File: config.mk
export PLATFORM = sky130hd
export DESIGN_NAME = sdbi_core
export DESIGN_NICKNAME = d
export VERILOG_FILES = /design/src/common/sdbi_pkg.sv /design/src/rtl/sdbi_bank.sv /design/src/rtl/sdbi_core.sv
export SDC_FILE = /design/constraint.sdc
export NUM_CORES = 1
export LEC_CHECK = 0
export BUFFER_PORTS_ARGS = -buffer_cell sky130_fd_sc_hd__buf_2
export CORE_UTILIZATION = 54
export CTS_BUF_LIST = sky130_fd_sc_hd__clkbuf_4
export CTS_CLUSTER_SIZE = 24
export DETAILED_ROUTE_END_ITERATION = 10
export PLACE_DENSITY = 0.79
export SETUP_SLACK_MARGIN = 0.1
export SLEW_MARGIN = 20
export SYNTH_ARGS = -nofsm -noshare
export SYNTH_HDL_FRONTEND = slang
export SYNTH_HIERARCHICAL = 1
export SYNTH_SLANG_ARGS = --single-unit
File: constraint.sdc
create_clock -name CLK_SYS_I -period 4.15 [get_ports CLK_SYS_I]
set_input_delay 0.415 -clock CLK_SYS_I [delete_from_list [all_inputs] [get_ports CLK_SYS_I]]
set_output_delay 0.415 -clock CLK_SYS_I [all_outputs]
set_load 0.005 [all_outputs]
File: src/common/sdbi_pkg.sv
// constants and types shared by the interbank burst interrupt logic
// Behaviour
// RULE1 - interrupted burst with auto precharge makes its bank start precharging
// RULE2 - a burst not interrupted by another bank runs to completion as started
// RULE3 - read interrupting read takes data bus CAS latency later, back to back
// RULE4 - write ends another bank's plain read at registration; controller masks one clock before
// RULE5 - read ends plain write at registration; last write word one clock earlier
// RULE6 - write ends plain write at registration; last old word on preceding clock
// RULE7 - read interrupting read with auto precharge: precharge starts at new read
// RULE8 - controller masks data two clocks before write interrupting read with auto precharge
// RULE9 - write interrupting read with auto precharge stops it; precharge same clock
// RULE10 - read interrupting write with auto precharge: precharge after write recovery
// RULE11 - write interrupting write with auto precharge: precharge after write recovery
// RULE12 - commands decoded from active-low select, row, column strobes and write enable
// RULE13 - auto precharge bank stays busy until precharge period ends, then idle
// RULE14 - controller tracks per bank whether the running burst has auto precharge
// RULE15 - controller waits recovery and precharge before activating an interrupted bank
package sdbi_pkg;

  // command codes {select, row strobe, column strobe, write enable}
  localparam logic [3:0] CMD_READ = 4'h5;
  localparam logic [3:0] CMD_WRITE = 4'h4;
  localparam logic [3:0] CMD_ACTIVE = 4'h3;
  localparam logic [3:0] CMD_PRECHARGE = 4'h2;
  localparam logic [3:0] CMD_NOP = 4'h7;

  // address fields
  localparam int unsigned AP_BIT = 10;
  localparam int unsigned COL_W = 8;
  localparam int unsigned ROW_W = 12;
  localparam int unsigned DQ_W = 16;
  localparam int unsigned BANK_W = 2;
  localparam int unsigned NBANK = 4;
  localparam int unsigned LEFT_W = 4;

  // defaults of the mode that software would otherwise load
  localparam int unsigned CAS_LAT_DEF = 2;
  localparam int unsigned BURST_LEN_DEF = 4;

  // timing, in its own unit and as clock counts
  localparam int unsigned CLK_PERIOD_PS = 4000;
  localparam int unsigned TRP_NS = 15;
  localparam int unsigned TWR_NS = 15;
  localparam int unsigned TRP_CYC_RAW = (TRP_NS * 1000 + CLK_PERIOD_PS - 1) / CLK_PERIOD_PS;
  localparam int unsigned TWR_CYC_RAW = (TWR_NS * 1000 + CLK_PERIOD_PS - 1) / CLK_PERIOD_PS;
  localparam int unsigned TRP_CYC = (TRP_CYC_RAW < 1) ? 1 : TRP_CYC_RAW;
  localparam int unsigned TWR_CYC = (TWR_CYC_RAW < 1) ? 1 : TWR_CYC_RAW;
  localparam int unsigned CNT_W = 4;

  typedef enum logic [2:0] {
    ST_IDLE,
    ST_ACTIVE,
    ST_RD,
    ST_WR,
    ST_RD_AP,
    ST_WR_AP,
    ST_RECOVER,
    ST_PRECHARGE
  } sdbi_bank_st_t;

endpackage

File: src/rtl/sdbi_bank.sv
// per-bank state machine with concurrent auto precharge
module sdbi_bank #(
  parameter int unsigned TWR_CYC = sdbi_pkg::TWR_CYC,
  parameter int unsigned TRP_CYC = sdbi_pkg::TRP_CYC,
  parameter int unsigned CNT_W = sdbi_pkg::CNT_W
) (
  input wire logic clk_i,
  input wire logic rst_i,
  input wire logic cmd_act_i,
  input wire logic cmd_rd_i,
  input wire logic cmd_wr_i,
  input wire logic cmd_pre_i,
  input wire logic ap_i,
  input wire logic other_i,
  input wire logic burst_end_i,
  output logic idle_o,
  output logic busy_o,
  output logic pre_start_o,
  output sdbi_pkg::sdbi_bank_st_t state_o
);

  if (TWR_CYC < 1 || TWR_CYC > (2 ** CNT_W)) begin : g_bad_twr
    $error("write recovery count does not fit the counter");
  end
  if (TRP_CYC < 1 || TRP_CYC > (2 ** CNT_W)) begin : g_bad_trp
    $error("precharge count does not fit the counter");
  end

  localparam int TWR_D = TWR_CYC;
  localparam int TRP_M1 = TRP_CYC - 1;

  typedef struct packed {
    sdbi_pkg::sdbi_bank_st_t st;
    logic [CNT_W-1:0] cnt;
    logic pst;
  } sdbi_bstate_t;

  sdbi_bstate_t state_reg;
  sdbi_bstate_t state_next;

  always_comb begin
    state_next = state_reg;
    state_next.pst = 1'b0;
    case (state_reg.st)
      sdbi_pkg::ST_IDLE: begin
        if (cmd_act_i) begin
          state_next.st = sdbi_pkg::ST_ACTIVE;
        end
      end
      sdbi_pkg::ST_ACTIVE, sdbi_pkg::ST_RD, sdbi_pkg::ST_WR: begin
        if (cmd_rd_i) begin
          state_next.st = ap_i ? sdbi_pkg::ST_RD_AP : sdbi_pkg::ST_RD;
        end else if (cmd_wr_i) begin
          state_next.st = ap_i ? sdbi_pkg::ST_WR_AP : sdbi_pkg::ST_WR;
        end else if (cmd_pre_i) begin
          state_next.st = sdbi_pkg::ST_PRECHARGE;
          state_next.cnt = CNT_W'(TRP_CYC - 1);
          state_next.pst = 1'b1;
        end else if (state_reg.st != sdbi_pkg::ST_ACTIVE && (other_i || burst_end_i)) begin
          state_next.st = sdbi_pkg::ST_ACTIVE;
        end
      end
      sdbi_pkg::ST_RD_AP: begin
        // precharge starts on the clock the interrupting command lands [RULE1] [RULE7] [RULE9]
        if (other_i || burst_end_i) begin
          state_next.st = sdbi_pkg::ST_PRECHARGE;
          state_next.cnt = CNT_W'(TRP_CYC - 1);
          state_next.pst = 1'b1;
        end
      end
      sdbi_pkg::ST_WR_AP: begin
        // recovery counted from the interrupting command [RULE1] [RULE10] [RULE11]
        if (other_i || burst_end_i) begin
          state_next.st = sdbi_pkg::ST_RECOVER;
          state_next.cnt = CNT_W'(TWR_CYC - 1);
        end
      end
      sdbi_pkg::ST_RECOVER: begin
        if (state_reg.cnt == '0) begin
          state_next.st = sdbi_pkg::ST_PRECHARGE;
          state_next.cnt = CNT_W'(TRP_CYC - 1);
          state_next.pst = 1'b1;
        end else begin
          state_next.cnt = state_reg.cnt - CNT_W'(1);
        end
      end
      sdbi_pkg::ST_PRECHARGE: begin
        // busy until the precharge period is over [RULE13]
        if (state_reg.cnt == '0) begin
          state_next.st = sdbi_pkg::ST_IDLE;
        end else begin
          state_next.cnt = state_reg.cnt - CNT_W'(1);
        end
      end
      default: begin
        state_next.st = sdbi_pkg::ST_IDLE;
      end
    endcase
  end

  always_ff @(posedge clk_i or posedge rst_i) begin
    if (rst_i) begin
      state_reg <= '0;
    end else begin
      state_reg <= state_next;
    end
  end

  assign state_o = state_reg.st;
  assign idle_o = (state_reg.st == sdbi_pkg::ST_IDLE);
  assign busy_o = (state_reg.st == sdbi_pkg::ST_RD_AP) || (state_reg.st == sdbi_pkg::ST_WR_AP)
    || (state_reg.st == sdbi_pkg::ST_RECOVER) || (state_reg.st == sdbi_pkg::ST_PRECHARGE);
  assign pre_start_o = state_reg.pst;

  ap_start_a: assert property ( // [RULE1]
    @(posedge clk_i) disable iff (rst_i)
    ((state_o == sdbi_pkg::ST_RD_AP || state_o == sdbi_pkg::ST_WR_AP) && other_i)
    |=> (state_o == sdbi_pkg::ST_RECOVER || state_o == sdbi_pkg::ST_PRECHARGE))
    else $error("interrupted auto precharge bank did not start precharge");

  burst_keep_a: assert property ( // [RULE2]
    @(posedge clk_i) disable iff (rst_i)
    ((state_o == sdbi_pkg::ST_RD || state_o == sdbi_pkg::ST_WR || state_o == sdbi_pkg::ST_RD_AP
      || state_o == sdbi_pkg::ST_WR_AP) && !other_i && !burst_end_i && !cmd_rd_i && !cmd_wr_i
      && !cmd_pre_i)
    |=> $stable(state_o))
    else $error("burst state changed without cause");

  rd_ap_pre_a: assert property ( // [RULE7]
    @(posedge clk_i) disable iff (rst_i)
    (state_o == sdbi_pkg::ST_RD_AP && other_i) |=> (state_o == sdbi_pkg::ST_PRECHARGE && pre_start_o))
    else $error("read auto precharge not started at interrupt");

  wr_ap_rcv_a: assert property ( // [RULE10]
    @(posedge clk_i) disable iff (rst_i)
    (state_o == sdbi_pkg::ST_WR_AP && other_i)
    |=> (state_o == sdbi_pkg::ST_RECOVER) ##TWR_D (state_o == sdbi_pkg::ST_PRECHARGE && pre_start_o))
    else $error("write auto precharge not delayed by write recovery");

  pre_idle_a: assert property ( // [RULE13]
    @(posedge clk_i) disable iff (rst_i)
    pre_start_o |-> busy_o ##TRP_M1 (busy_o && !idle_o) ##1 idle_o)
    else $error("precharge period length wrong");

endmodule

File: src/rtl/sdbi_core.sv
// device side of a four-bank synchronous dram: bursts, interbank interrupts, auto precharge
module sdbi_core #(
  parameter int unsigned CAS_LATENCY = sdbi_pkg::CAS_LAT_DEF,
  parameter int unsigned BURST_LEN = sdbi_pkg::BURST_LEN_DEF,
  parameter int unsigned TWR_CYC = sdbi_pkg::TWR_CYC,
  parameter int unsigned TRP_CYC = sdbi_pkg::TRP_CYC
) (
  input wire logic CLK_SYS_I,
  input wire logic RESET_I,
  input wire logic CS_N_I,
  input wire logic RAS_N_I,
  input wire logic CAS_N_I,
  input wire logic WE_N_I,
  input wire logic [sdbi_pkg::BANK_W-1:0] BA_I,
  input wire logic [sdbi_pkg::ROW_W-1:0] ADDR_I,
  input wire logic DQM_I,
  input wire logic [sdbi_pkg::DQ_W-1:0] DQ_I,
  output logic [sdbi_pkg::DQ_W-1:0] DQ_O,
  output logic DQ_OE_O,
  output logic ARR_RD_O,
  output logic [sdbi_pkg::BANK_W-1:0] ARR_RD_BANK_O,
  output logic [sdbi_pkg::ROW_W-1:0] ARR_RD_ROW_O,
  output logic [sdbi_pkg::COL_W-1:0] ARR_RD_COL_O,
  input wire logic [sdbi_pkg::DQ_W-1:0] ARR_RDATA_I,
  output logic ARR_WR_O,
  output logic [sdbi_pkg::BANK_W-1:0] ARR_WR_BANK_O,
  output logic [sdbi_pkg::ROW_W-1:0] ARR_WR_ROW_O,
  output logic [sdbi_pkg::COL_W-1:0] ARR_WR_COL_O,
  output logic [sdbi_pkg::DQ_W-1:0] ARR_WDATA_O,
  output logic [sdbi_pkg::NBANK-1:0] BANK_IDLE_O,
  output logic [sdbi_pkg::NBANK-1:0] BANK_BUSY_O,
  output logic [sdbi_pkg::NBANK-1:0] PRE_START_O,
  output logic BURST_RD_O,
  output logic BURST_WR_O,
  output logic [sdbi_pkg::BANK_W-1:0] BURST_BANK_O,
  output logic CMD_ILLEGAL_O
);

  if (CAS_LATENCY != 2 && CAS_LATENCY != 3) begin : g_bad_cl
    $error("CAS latency must be 2 or 3");
  end
  if (BURST_LEN != 1 && BURST_LEN != 2 && BURST_LEN != 4 && BURST_LEN != 8) begin : g_bad_bl
    $error("burst length must be 1, 2, 4 or 8");
  end

  localparam int unsigned CL = CAS_LATENCY;
  localparam int unsigned BW = sdbi_pkg::BANK_W;
  localparam int unsigned CW = sdbi_pkg::COL_W;
  localparam int unsigned RW = sdbi_pkg::ROW_W;
  localparam int unsigned DW = sdbi_pkg::DQ_W;
  localparam int unsigned LW = sdbi_pkg::LEFT_W;
  localparam int unsigned NB = sdbi_pkg::NBANK;
  localparam logic [CW-1:0] WRAP = CW'(BURST_LEN - 1);

  typedef struct packed {
    logic [CL-1:0] pv;
    logic [CL-1:0][BW-1:0] pb;
    logic [CL-1:0][CW-1:0] pc;
    logic [1:0] dqm_d;
    logic rd_on;
    logic wr_on;
    logic [BW-1:0] bb;
    logic [CW-1:0] bc;
    logic [LW-1:0] left;
    logic [NB-1:0][RW-1:0] row;
    logic oe;
    logic [DW-1:0] dq;
    logic aw;
    logic [BW-1:0] awb;
    logic [RW-1:0] awr;
    logic [CW-1:0] awc;
    logic [DW-1:0] awd;
    logic ill;
  } sdbi_core_t;

  sdbi_core_t state_reg;
  sdbi_core_t state_next;

  logic [3:0] cmd_code;
  logic cmd_rd;
  logic cmd_wr;
  logic cmd_act;
  logic cmd_pre;
  logic pre_all;
  logic auto_pre;
  logic [CW-1:0] cmd_col;
  logic burst_last;
  logic [NB-1:0] bank_idle;
  logic [NB-1:0] bank_busy;
  logic [NB-1:0] own;
  logic illegal;

  // sequential wrap inside the burst-length block; length one keeps the column
  function automatic logic [CW-1:0] next_col(input logic [CW-1:0] c);
    next_col = (c & ~WRAP) | ((c + CW'(1)) & WRAP);
  endfunction

  // select high never matches a code, so it inhibits [RULE12]
  assign cmd_code = {CS_N_I, RAS_N_I, CAS_N_I, WE_N_I};
  assign cmd_rd = (cmd_code == sdbi_pkg::CMD_READ);
  assign cmd_wr = (cmd_code == sdbi_pkg::CMD_WRITE);
  assign cmd_act = (cmd_code == sdbi_pkg::CMD_ACTIVE);
  assign cmd_pre = (cmd_code == sdbi_pkg::CMD_PRECHARGE);
  assign auto_pre = ADDR_I[sdbi_pkg::AP_BIT];
  assign pre_all = cmd_pre && ADDR_I[sdbi_pkg::AP_BIT];
  assign cmd_col = ADDR_I[CW-1:0];

  // last word of the running burst goes out on this edge
  assign burst_last = (state_reg.rd_on || state_reg.wr_on) && (state_reg.left <= LW'(1));

  // busy banks accept only nop; idle banks take no column command
  always_comb begin
    illegal = 1'b0;
    for (int b = 0; b < NB; b++) begin
      if (own[b] && bank_busy[b] && (cmd_act || cmd_rd || cmd_wr || cmd_pre)) begin
        illegal = 1'b1;
      end
      if (own[b] && cmd_act && !bank_idle[b]) begin
        illegal = 1'b1;
      end
      if (own[b] && (cmd_rd || cmd_wr) && bank_idle[b]) begin
        illegal = 1'b1;
      end
    end
  end

  always_comb begin
    state_next = state_reg;
    state_next.pv = {state_reg.pv[CL-2:0], 1'b0};
    state_next.pb = {state_reg.pb[CL-2:0], {BW{1'b0}}};
    state_next.pc = {state_reg.pc[CL-2:0], {CW{1'b0}}};
    state_next.dqm_d = {state_reg.dqm_d[0], DQM_I};
    state_next.aw = 1'b0;
    state_next.ill = illegal;
    // mask sampled two clocks earlier blanks the read word [RULE4] [RULE8]
    state_next.oe = state_reg.pv[CL-1] && !state_reg.dqm_d[1];
    if (state_reg.pv[CL-1]) begin
      state_next.dq = ARR_RDATA_I;
    end
    if (cmd_act) begin
      state_next.row[BA_I] = ADDR_I;
    end
    // burst keeps going as started until something cuts it [RULE2]
    if ((state_reg.rd_on || state_reg.wr_on) && state_reg.left != '0) begin
      state_next.bc = next_col(state_reg.bc);
      state_next.left = state_reg.left - LW'(1);
      if (state_reg.rd_on) begin
        state_next.pv[0] = 1'b1;
        state_next.pb[0] = state_reg.bb;
        state_next.pc[0] = next_col(state_reg.bc);
      end
      if (state_reg.wr_on) begin
        state_next.aw = !DQM_I;
        state_next.awb = state_reg.bb;
        state_next.awr = state_reg.row[state_reg.bb];
        state_next.awc = next_col(state_reg.bc);
        state_next.awd = DQ_I;
      end
    end
    if (burst_last) begin
      state_next.rd_on = 1'b0;
      state_next.wr_on = 1'b0;
    end
    if (cmd_rd) begin
      // old reads still in the pipe drain first, giving back to back data [RULE3] [RULE7]
      // a write burst stops here; its last word was the previous clock [RULE5] [RULE10]
      state_next.rd_on = 1'b1;
      state_next.wr_on = 1'b0;
      state_next.bb = BA_I;
      state_next.bc = cmd_col;
      state_next.left = LW'(BURST_LEN - 1);
      state_next.pv[0] = 1'b1;
      state_next.pb[0] = BA_I;
      state_next.pc[0] = cmd_col;
      state_next.aw = 1'b0;
    end else if (cmd_wr) begin
      // a read is cut at once, words in flight are dropped [RULE4] [RULE9]
      // a write burst hands over; this clock carries the new word [RULE6] [RULE11]
      state_next.wr_on = 1'b1;
      state_next.rd_on = 1'b0;
      state_next.bb = BA_I;
      state_next.bc = cmd_col;
      state_next.left = LW'(BURST_LEN - 1);
      state_next.pv = '0;
      state_next.oe = 1'b0;
      state_next.aw = !DQM_I;
      state_next.awb = BA_I;
      state_next.awr = state_reg.row[BA_I];
      state_next.awc = cmd_col;
      state_next.awd = DQ_I;
    end else if (cmd_pre && (pre_all || BA_I == state_reg.bb)) begin
      state_next.rd_on = 1'b0;
      state_next.wr_on = 1'b0;
    end
  end

  always_ff @(posedge CLK_SYS_I or posedge RESET_I) begin
    if (RESET_I) begin
      state_reg <= '0;
    end else begin
      state_reg <= state_next;
    end
  end

  for (genvar b = 0; b < NB; b++) begin : g_bank
    logic other;
    logic bend;
    assign own[b] = (BA_I == BW'(b));
    // a column command to another bank is what interrupts this one
    assign other = (cmd_rd || cmd_wr) && !own[b];
    assign bend = burst_last && (state_reg.bb == BW'(b)) && !cmd_rd && !cmd_wr;
    sdbi_bank #(
      .TWR_CYC(TWR_CYC),
      .TRP_CYC(TRP_CYC),
      .CNT_W(sdbi_pkg::CNT_W)
    ) u_bank (
      .clk_i(CLK_SYS_I),
      .rst_i(RESET_I),
      .cmd_act_i(cmd_act && own[b]),
      .cmd_rd_i(cmd_rd && own[b]),
      .cmd_wr_i(cmd_wr && own[b]),
      .cmd_pre_i(cmd_pre && (own[b] || pre_all)),
      .ap_i(auto_pre),
      .other_i(other),
      .burst_end_i(bend),
      .idle_o(bank_idle[b]),
      .busy_o(bank_busy[b]),
      .pre_start_o(PRE_START_O[b]),
      .state_o()
    );
  end

  assign BANK_IDLE_O = bank_idle;
  assign BANK_BUSY_O = bank_busy;
  assign DQ_O = state_reg.dq;
  assign DQ_OE_O = state_reg.oe;
  assign ARR_RD_O = state_reg.pv[CL-1];
  assign ARR_RD_BANK_O = state_reg.pb[CL-1];
  assign ARR_RD_ROW_O = state_reg.row[state_reg.pb[CL-1]];
  assign ARR_RD_COL_O = state_reg.pc[CL-1];
  assign ARR_WR_O = state_reg.aw;
  assign ARR_WR_BANK_O = state_reg.awb;
  assign ARR_WR_ROW_O = state_reg.awr;
  assign ARR_WR_COL_O = state_reg.awc;
  assign ARR_WDATA_O = state_reg.awd;
  assign BURST_RD_O = state_reg.rd_on;
  assign BURST_WR_O = state_reg.wr_on;
  assign BURST_BANK_O = state_reg.bb;
  assign CMD_ILLEGAL_O = state_reg.ill;

  rd_data_a: assert property ( // [RULE3]
    @(posedge CLK_SYS_I) disable iff (RESET_I)
    (ARR_RD_O && !state_reg.dqm_d[1] && !cmd_wr) |=> (DQ_OE_O && DQ_O == $past(ARR_RDATA_I)))
    else $error("read word not driven after array read");

  rd_chain_a: assert property ( // [RULE3]
    @(posedge CLK_SYS_I) disable iff (RESET_I)
    (state_reg.rd_on && cmd_rd) |=> (state_reg.pv[0] && state_reg.pb[0] == $past(BA_I)
      && state_reg.rd_on && state_reg.bb == $past(BA_I)))
    else $error("interrupting read did not take over the burst");

  wr_cut_rd_a: assert property ( // [RULE4]
    @(posedge CLK_SYS_I) disable iff (RESET_I)
    cmd_wr |=> (!DQ_OE_O && !ARR_RD_O && !BURST_RD_O))
    else $error("read data still driven after write");

  rd_cut_wr_a: assert property ( // [RULE5]
    @(posedge CLK_SYS_I) disable iff (RESET_I)
    (state_reg.wr_on && cmd_rd) |=> (!ARR_WR_O && !BURST_WR_O))
    else $error("write word taken on the read clock");

  wr_cut_wr_a: assert property ( // [RULE6]
    @(posedge CLK_SYS_I) disable iff (RESET_I)
    (state_reg.wr_on && cmd_wr && !DQM_I) |=> (ARR_WR_O && ARR_WR_BANK_O == $past(BA_I)
      && ARR_WR_COL_O == $past(cmd_col)))
    else $error("new write did not take its first word");

  inhibit_a: assert property ( // [RULE12]
    @(posedge CLK_SYS_I) disable iff (RESET_I)
    (CS_N_I && !state_reg.wr_on && !state_reg.rd_on) |=> (!ARR_WR_O && !BURST_RD_O && !BURST_WR_O))
    else $error("inhibited command had an effect");

endmodule

==> impl_metrics.yaml, run 1 <==
status:
  status: "complete, no violations"
global_route:
  grtUsageTotal_pct: 22.9
  antenna_found_initial: 1
  grt_max_degree: 146
  grt_pass1_vias: 6440
  gr-total-overflow: 0
  grt_pass1_wl_mm: 32.5
critical_path:
  path_class: "flip-flop to output pin"
  max_stage_delay_ns: 0.91
  cpMaxStageDelayCell: "dfrtp_1"
  worst-path-max-fanout: 13
  crit_required_ns: 3.73
  critical_path.top_delay_family: "flip-flops"
  cp_cell_sequence: "mux4_2 > buf_2"
  r2r_cells: 9
  crit_path_start_kind: "flip-flop"
  cp_num_buf_inv: 1
  cp_data_arrival_time_ns: 2.27
  path_depth: 2
  worst_setup_path_end_kind: "output pin"
min_path:
  min_path_cells: 2
  holdCritPathClass: "input port to flip-flop"
sta:
  clock_skew_ns: 0.0173
  relSlewSlack_pct: 41.8
  rsz0062_at_grt: "no"
  fin_crit_sh_pct: 64.6
  tns_ns: 0
  setup_viol: 0
  tightestPinTransition_ns: 0.871
  final_hold_viol_count: 0
  final_max_slew_viol_count: 0
  worst_slack_ns: 1.47
  period_minus_slack_ns: 2.68
  max_freq_ghz: 0.373
detailed_routing:
  ant_nets: 0
  drtIter0Drc: 491
  remaining_drc_errors: 0
  firstDrtPassIters: 5
  num_vias: 6839
  routed_via_density: 5.91
  avgRoutedWirePerCell_um: 17.7
  drt-total-wl_mm: 20.5
run:
  max_cap_viol_count: 0
cells_and_area:
  fillers: 1419
  nets: 980
  area_growth_pct: 6.65
  drive_above_1_share_pct: 35.3
  largest_register_ff_count: 62
clock_network:
  cts_buffers: 17
  cts_tree: "done"
  cts_root_buffer: "clkbuf_4"
  max-clock-path-buffers: 2
  cts_resized: 0
  clkSlewWorstSetupHoldPaths_ns: 0.17
  numClockSinks: 177
  post_cts_buffers: 0
  clk_latency_ns: 0.59
  h-tree-depth: 4
logic_synthesis:
  syn_inst: 858
  syn_nets: 919
  postSynthAreaPerCell_um2: 11.3
  synthesis.area_um2: 9680
  yosysWarningCount: 6
power:
  cellPowerDensity_nw_per_um2: 558
  ir_drop_mv: 0.293
  p_leak_uw: 0.00490
floorplan:
  die_w_um: 136
  die_h_um: 136
  die_area_um2: 18500
  core_area_um2: 17400
  io_pins: 149
  rows: 48
  initial_core_util_pct: 55.6
placed_design:
  io_buffer_count: 148
  dp_worst_setup_slack_ns: 1.36
  place.gp.congestion: 0.887
  dp_hpwl_mm: 13.8
==> worst reg2reg max path: stages (launching register included) <==
cell,delay (ns)
dfrtp_1,0.45
inv_1,0.13
ha_1,0.19
o211a_1,0.23
nand2_1,0.11
nor3b_1,0.52
o31ai_1,0.21
o21bai_1,0.23
a22o_1,0.24
a22o_1,0.22
==> stage by stage <==
step           utilization (%)  power (uW)  instances  hold WS (ns)  area, um^2
4_1_cts                   59.2        5800       1156      0.000791       10300
6_report                  59.3        5770       1158        0.0475       10300
3_3_place_gp              57.3        4680       1122         0.333        9980
3_5_place_dp              57.3        4760       1122         0.335        9980
5_1_grt                   59.3        6150       1158       0.00542       10300
2_1_floorplan                -        4500        858         0.231        9690
==> area by class of cell <==
cell class	instances	area (um^2)	share of cell area [%]
timing repair buffer	159	843	8.17
multi-input combinational	535	4340	42.0
antenna	1	2.50	0.0242
clock buffer	17	128	1.24
clock inverter	15	191	1.85
inverter	29	113	1.09
sequential	177	4430	42.9
tap	225	282	2.73
==> final timing paths <==
kind	from	end	slack, ns
max reg2reg	state_reg[105]	g_bank[2].u_bank/state_reg[4]	1.54
min	DQ_I[12]	ARR_WDATA_O[12]	0.05
max	ARR_RD_BANK_O[1]	ARR_RD_ROW_O[7]	1.47
min in group asynchronous	RESET_I	g_bank[0].u_bank/state_o[2]	0.39
max in group asynchronous	RESET_I	ARR_RD_O	2.89
min reg2reg	state_next[122]	state_reg[122]	0.36
==> layer usage <==
| layer | vias up | wire length (um) | global-route usage (%) |
|---|---|---|---|
| met1 | 3393 | 8710 | 30.4 |
| met4 | 0 | 359 | 8.09 |
| met3 | 32 | 1350 | 4.59 |
| met5 | - | 0 | 0 |
| met2 | 277 | 10000 | 37.4 |
| li1 | 3137 | - | - |
==> cells in the final DEF, fill, tap and decap left out, drive strengths merged, types with 3 or more instances in the layout <==
master         n
a22oi          3
a21oi         38
or4b           4
mux2          81
clkbuf        17
o21ai         28
o21a           6
o21bai         3
nand4bb        4
o31ai          6
a31oi          9
dfrtp        177
inv           35
nand2b        11
o211ai         5
dlygate4sd3    3
ha             8
or2b           3
xnor2          5
xor2           4
mux4          36
o2bb2ai        6
clkinv         6
nand2         80
a21boi         3
nand3          9
nor2          65
o32ai          3
mux2i          7
nor2b          3
and2           6
or3            4
nor3          26
o22ai          8
nor4b          9
and2b          3
nor3b          9
buf          156
a22o          18
o41ai          3
==> what timing repair did <==
action                                  4_1_cts  5_1_grt
hold endpoints to repair                     34        1
endpoints found under the setup margin        0        0
hold buffers                                  2        1
==> power breakdown <==
group          internal (uW)  total, uW  leakage, uW  switching (uW)
registers               2240       2720      0.00221             487
clock network            340       1040     0.000166             696
logic                   1090       2010      0.00253             919
total                   3660       5770      0.00490            2100
Power figures use the tool's default switching activity.
==> run 2, diff against run 1 <==
clock period = 2.2 ns   (was 4.15 ns; I/O delays follow)
==> impl_metrics.yaml, run 2 (synthesis gave the netlist of run 1 again) <==
global_route:
  grt_pass1_vias: 7280
  grtUsageTotal_pct: 25.9
  antenna_found_initial: 1
  gr-total-overflow: 0
  grt_max_degree: 79
  grt_pass1_wl_mm: 36.7
clock_network:
  cts_buffers: 17
  clkSlewWorstSetupHoldPaths_ns: 0.16
  numClockSinks: 177
  h-tree-depth: 4
  cts_root_buffer: "clkbuf_4"
  clk_latency_ns: 0.57
  cts_tree: "done"
  max-clock-path-buffers: 2
cells_and_area:
  fin_util_pct: 66.1
  layout_common_cells: "dfrtp_1, buf_2, nand2_1, mux2_2, buf_4"
  final_common_cell: "dfrtp_1"
  nets: 1083
  final_area_um2: 11500
  area_growth_pct: 18.9
  fillers: 1331
  largest_register_ff_count: 62
  drive_above_1_share_pct: 41.4
sta:
  final_max_slew_viol_count: 0
  fin_crit_sh_pct: 99.0
  setup_viol: 0
  relSlewSlack_pct: 54.8
  clock_skew_ns: 0.0238
  holdWs_ns: 0.0714
  max_freq_ghz: 0.459
  final_hold_viol_count: 0
  tightestPinTransition_ns: 0.678
  period_minus_slack_ns: 2.18
  rsz0062_at_grt: "yes"
  tns_ns: 0
detailed_routing:
  avgRoutedWirePerCell_um: 18.6
  drt-total-wl_mm: 23.4
  remaining_drc_errors: 0
  drtIter0Drc: 479
  routed_via_density: 5.82
  ant_nets: 0
  num_vias: 7342
  firstDrtPassIters: 5
power:
  p_seq_share_pct: 44.8
  total_power_uw: 11500
  pwr-share-comb_pct: 40.5
  swShare_pct: 36.7
  ir_drop_mv: 0.567
  p_clk_share_pct: 14.8
  p_switching_uw: 4230
  internal_power_uw: 7310
  cellPowerDensity_nw_per_um2: 1000
  p_leak_uw: 0.00542
placed_design:
  postPlaceCellArea_um2: 10400
  dp_hpwl_mm: 15.1
  place.gp.congestion: 0.874
  io_buffer_count: 148
critical_path:
  path_class: "flip-flop to flip-flop"
  worst_setup_path_end_kind: "flip-flop"
  crit_path_start_kind: "flip-flop"
  crit_required_ns: 2.68
  worst-path-max-fanout: 3
  cp_data_arrival_time_ns: 2.65
min_path:
  holdCritPathClass: "input port to flip-flop"
floorplan:
  rows: 48
  die_h_um: 136
  die_area_um2: 18500
  io_pins: 149
  core_area_um2: 17400
  initial_core_util_pct: 55.6
  die_w_um: 136
status:
  status: "complete, no violations"
run:
  max_cap_viol_count: 0
[run 2: power by group through the flow]
stage	Combinational (uW)	Clock, uW	Sequential [uW]
CTS	4400	1760	5090
floorplan	3750	0	4770
finish	4670	1700	5170
global route	5090	1900	5300
global placement	4070	0	5080
detailed placement	4200	0	5150
[run 2: area by class of cell]
| type | instances | area, um^2 | area share, % |
|---|---|---|---|
| clock buffers | 17 | 128 | 1.11 |
| inverters | 29 | 113 | 0.978 |
| repair buffers | 262 | 1850 | 16.1 |
| diodes | 1 | 2.50 | 0.0217 |
| clock inverters | 15 | 129 | 1.12 |
| well taps | 225 | 282 | 2.44 |
| flip-flops and latches | 177 | 4440 | 38.5 |
| multi-input cells | 535 | 4580 | 39.8 |
[run 2: per-layer routing]
layer / GRT usage (%) / vias up / wire length, um
met1: 32.3 / 3690 / 9590
met3: 4.25 / 36 / 1310
met4: 9.32 / 0 / 465
met5: 0 / - / 0
met2: 45.3 / 267 / 12000
li1: - / 3349 / -
[run 2: what timing repair did]
action / CTS / global route
endpoints found under the setup margin: 30 / 52
resized for setup: 20 / 38
hold buffers: 45 / 0
cloned: 0 / 1
setup buffers: 4 / 5
pin swaps: 9 / 16
endpoints found under the hold margin: 278 / 0
[run 2: metrics by stage]
stage                     std cells  worst slack (ns)
after floorplan                 858            0.0929
after global placement         1173            0.0138
after detailed placement       1173           -0.0243
after CTS                      1254            0.0826
after global routing           1261           -0.0307
final                          1261            0.0223
[run 2: worst max-delay path, stage by stage, from the launching register on]
cell and delay [ns]:
dfrtp_2 0.48, inv_2 0.09, ha_4 0.13, o211a_4 0.19, and4_4 0.25, nor3_4 0.04
a22o_1 0.24, a311oi_2 0.32, mux2_4 0.34
[run 2: path summary, 6_finish.rpt]
kind,cells past startpoint,startpoint,slack (ns),endpoint
worst min register to register,0,state_next[131],0.36,ARR_RD_COL_O[0]
min in group asynchronous,3,RESET_I,0.16,CMD_ILLEGAL_O
max in group asynchronous,4,RESET_I,1.39,state_reg[57]
worst max register to register,8,state_reg[105],0.02,g_bank[3].u_bank/state_o[1]
worst max-delay path,8,state_reg[105],0.02,g_bank[3].u_bank/state_o[1]
worst min-delay path,4,BA_I[0],0.07,CMD_ILLEGAL_O
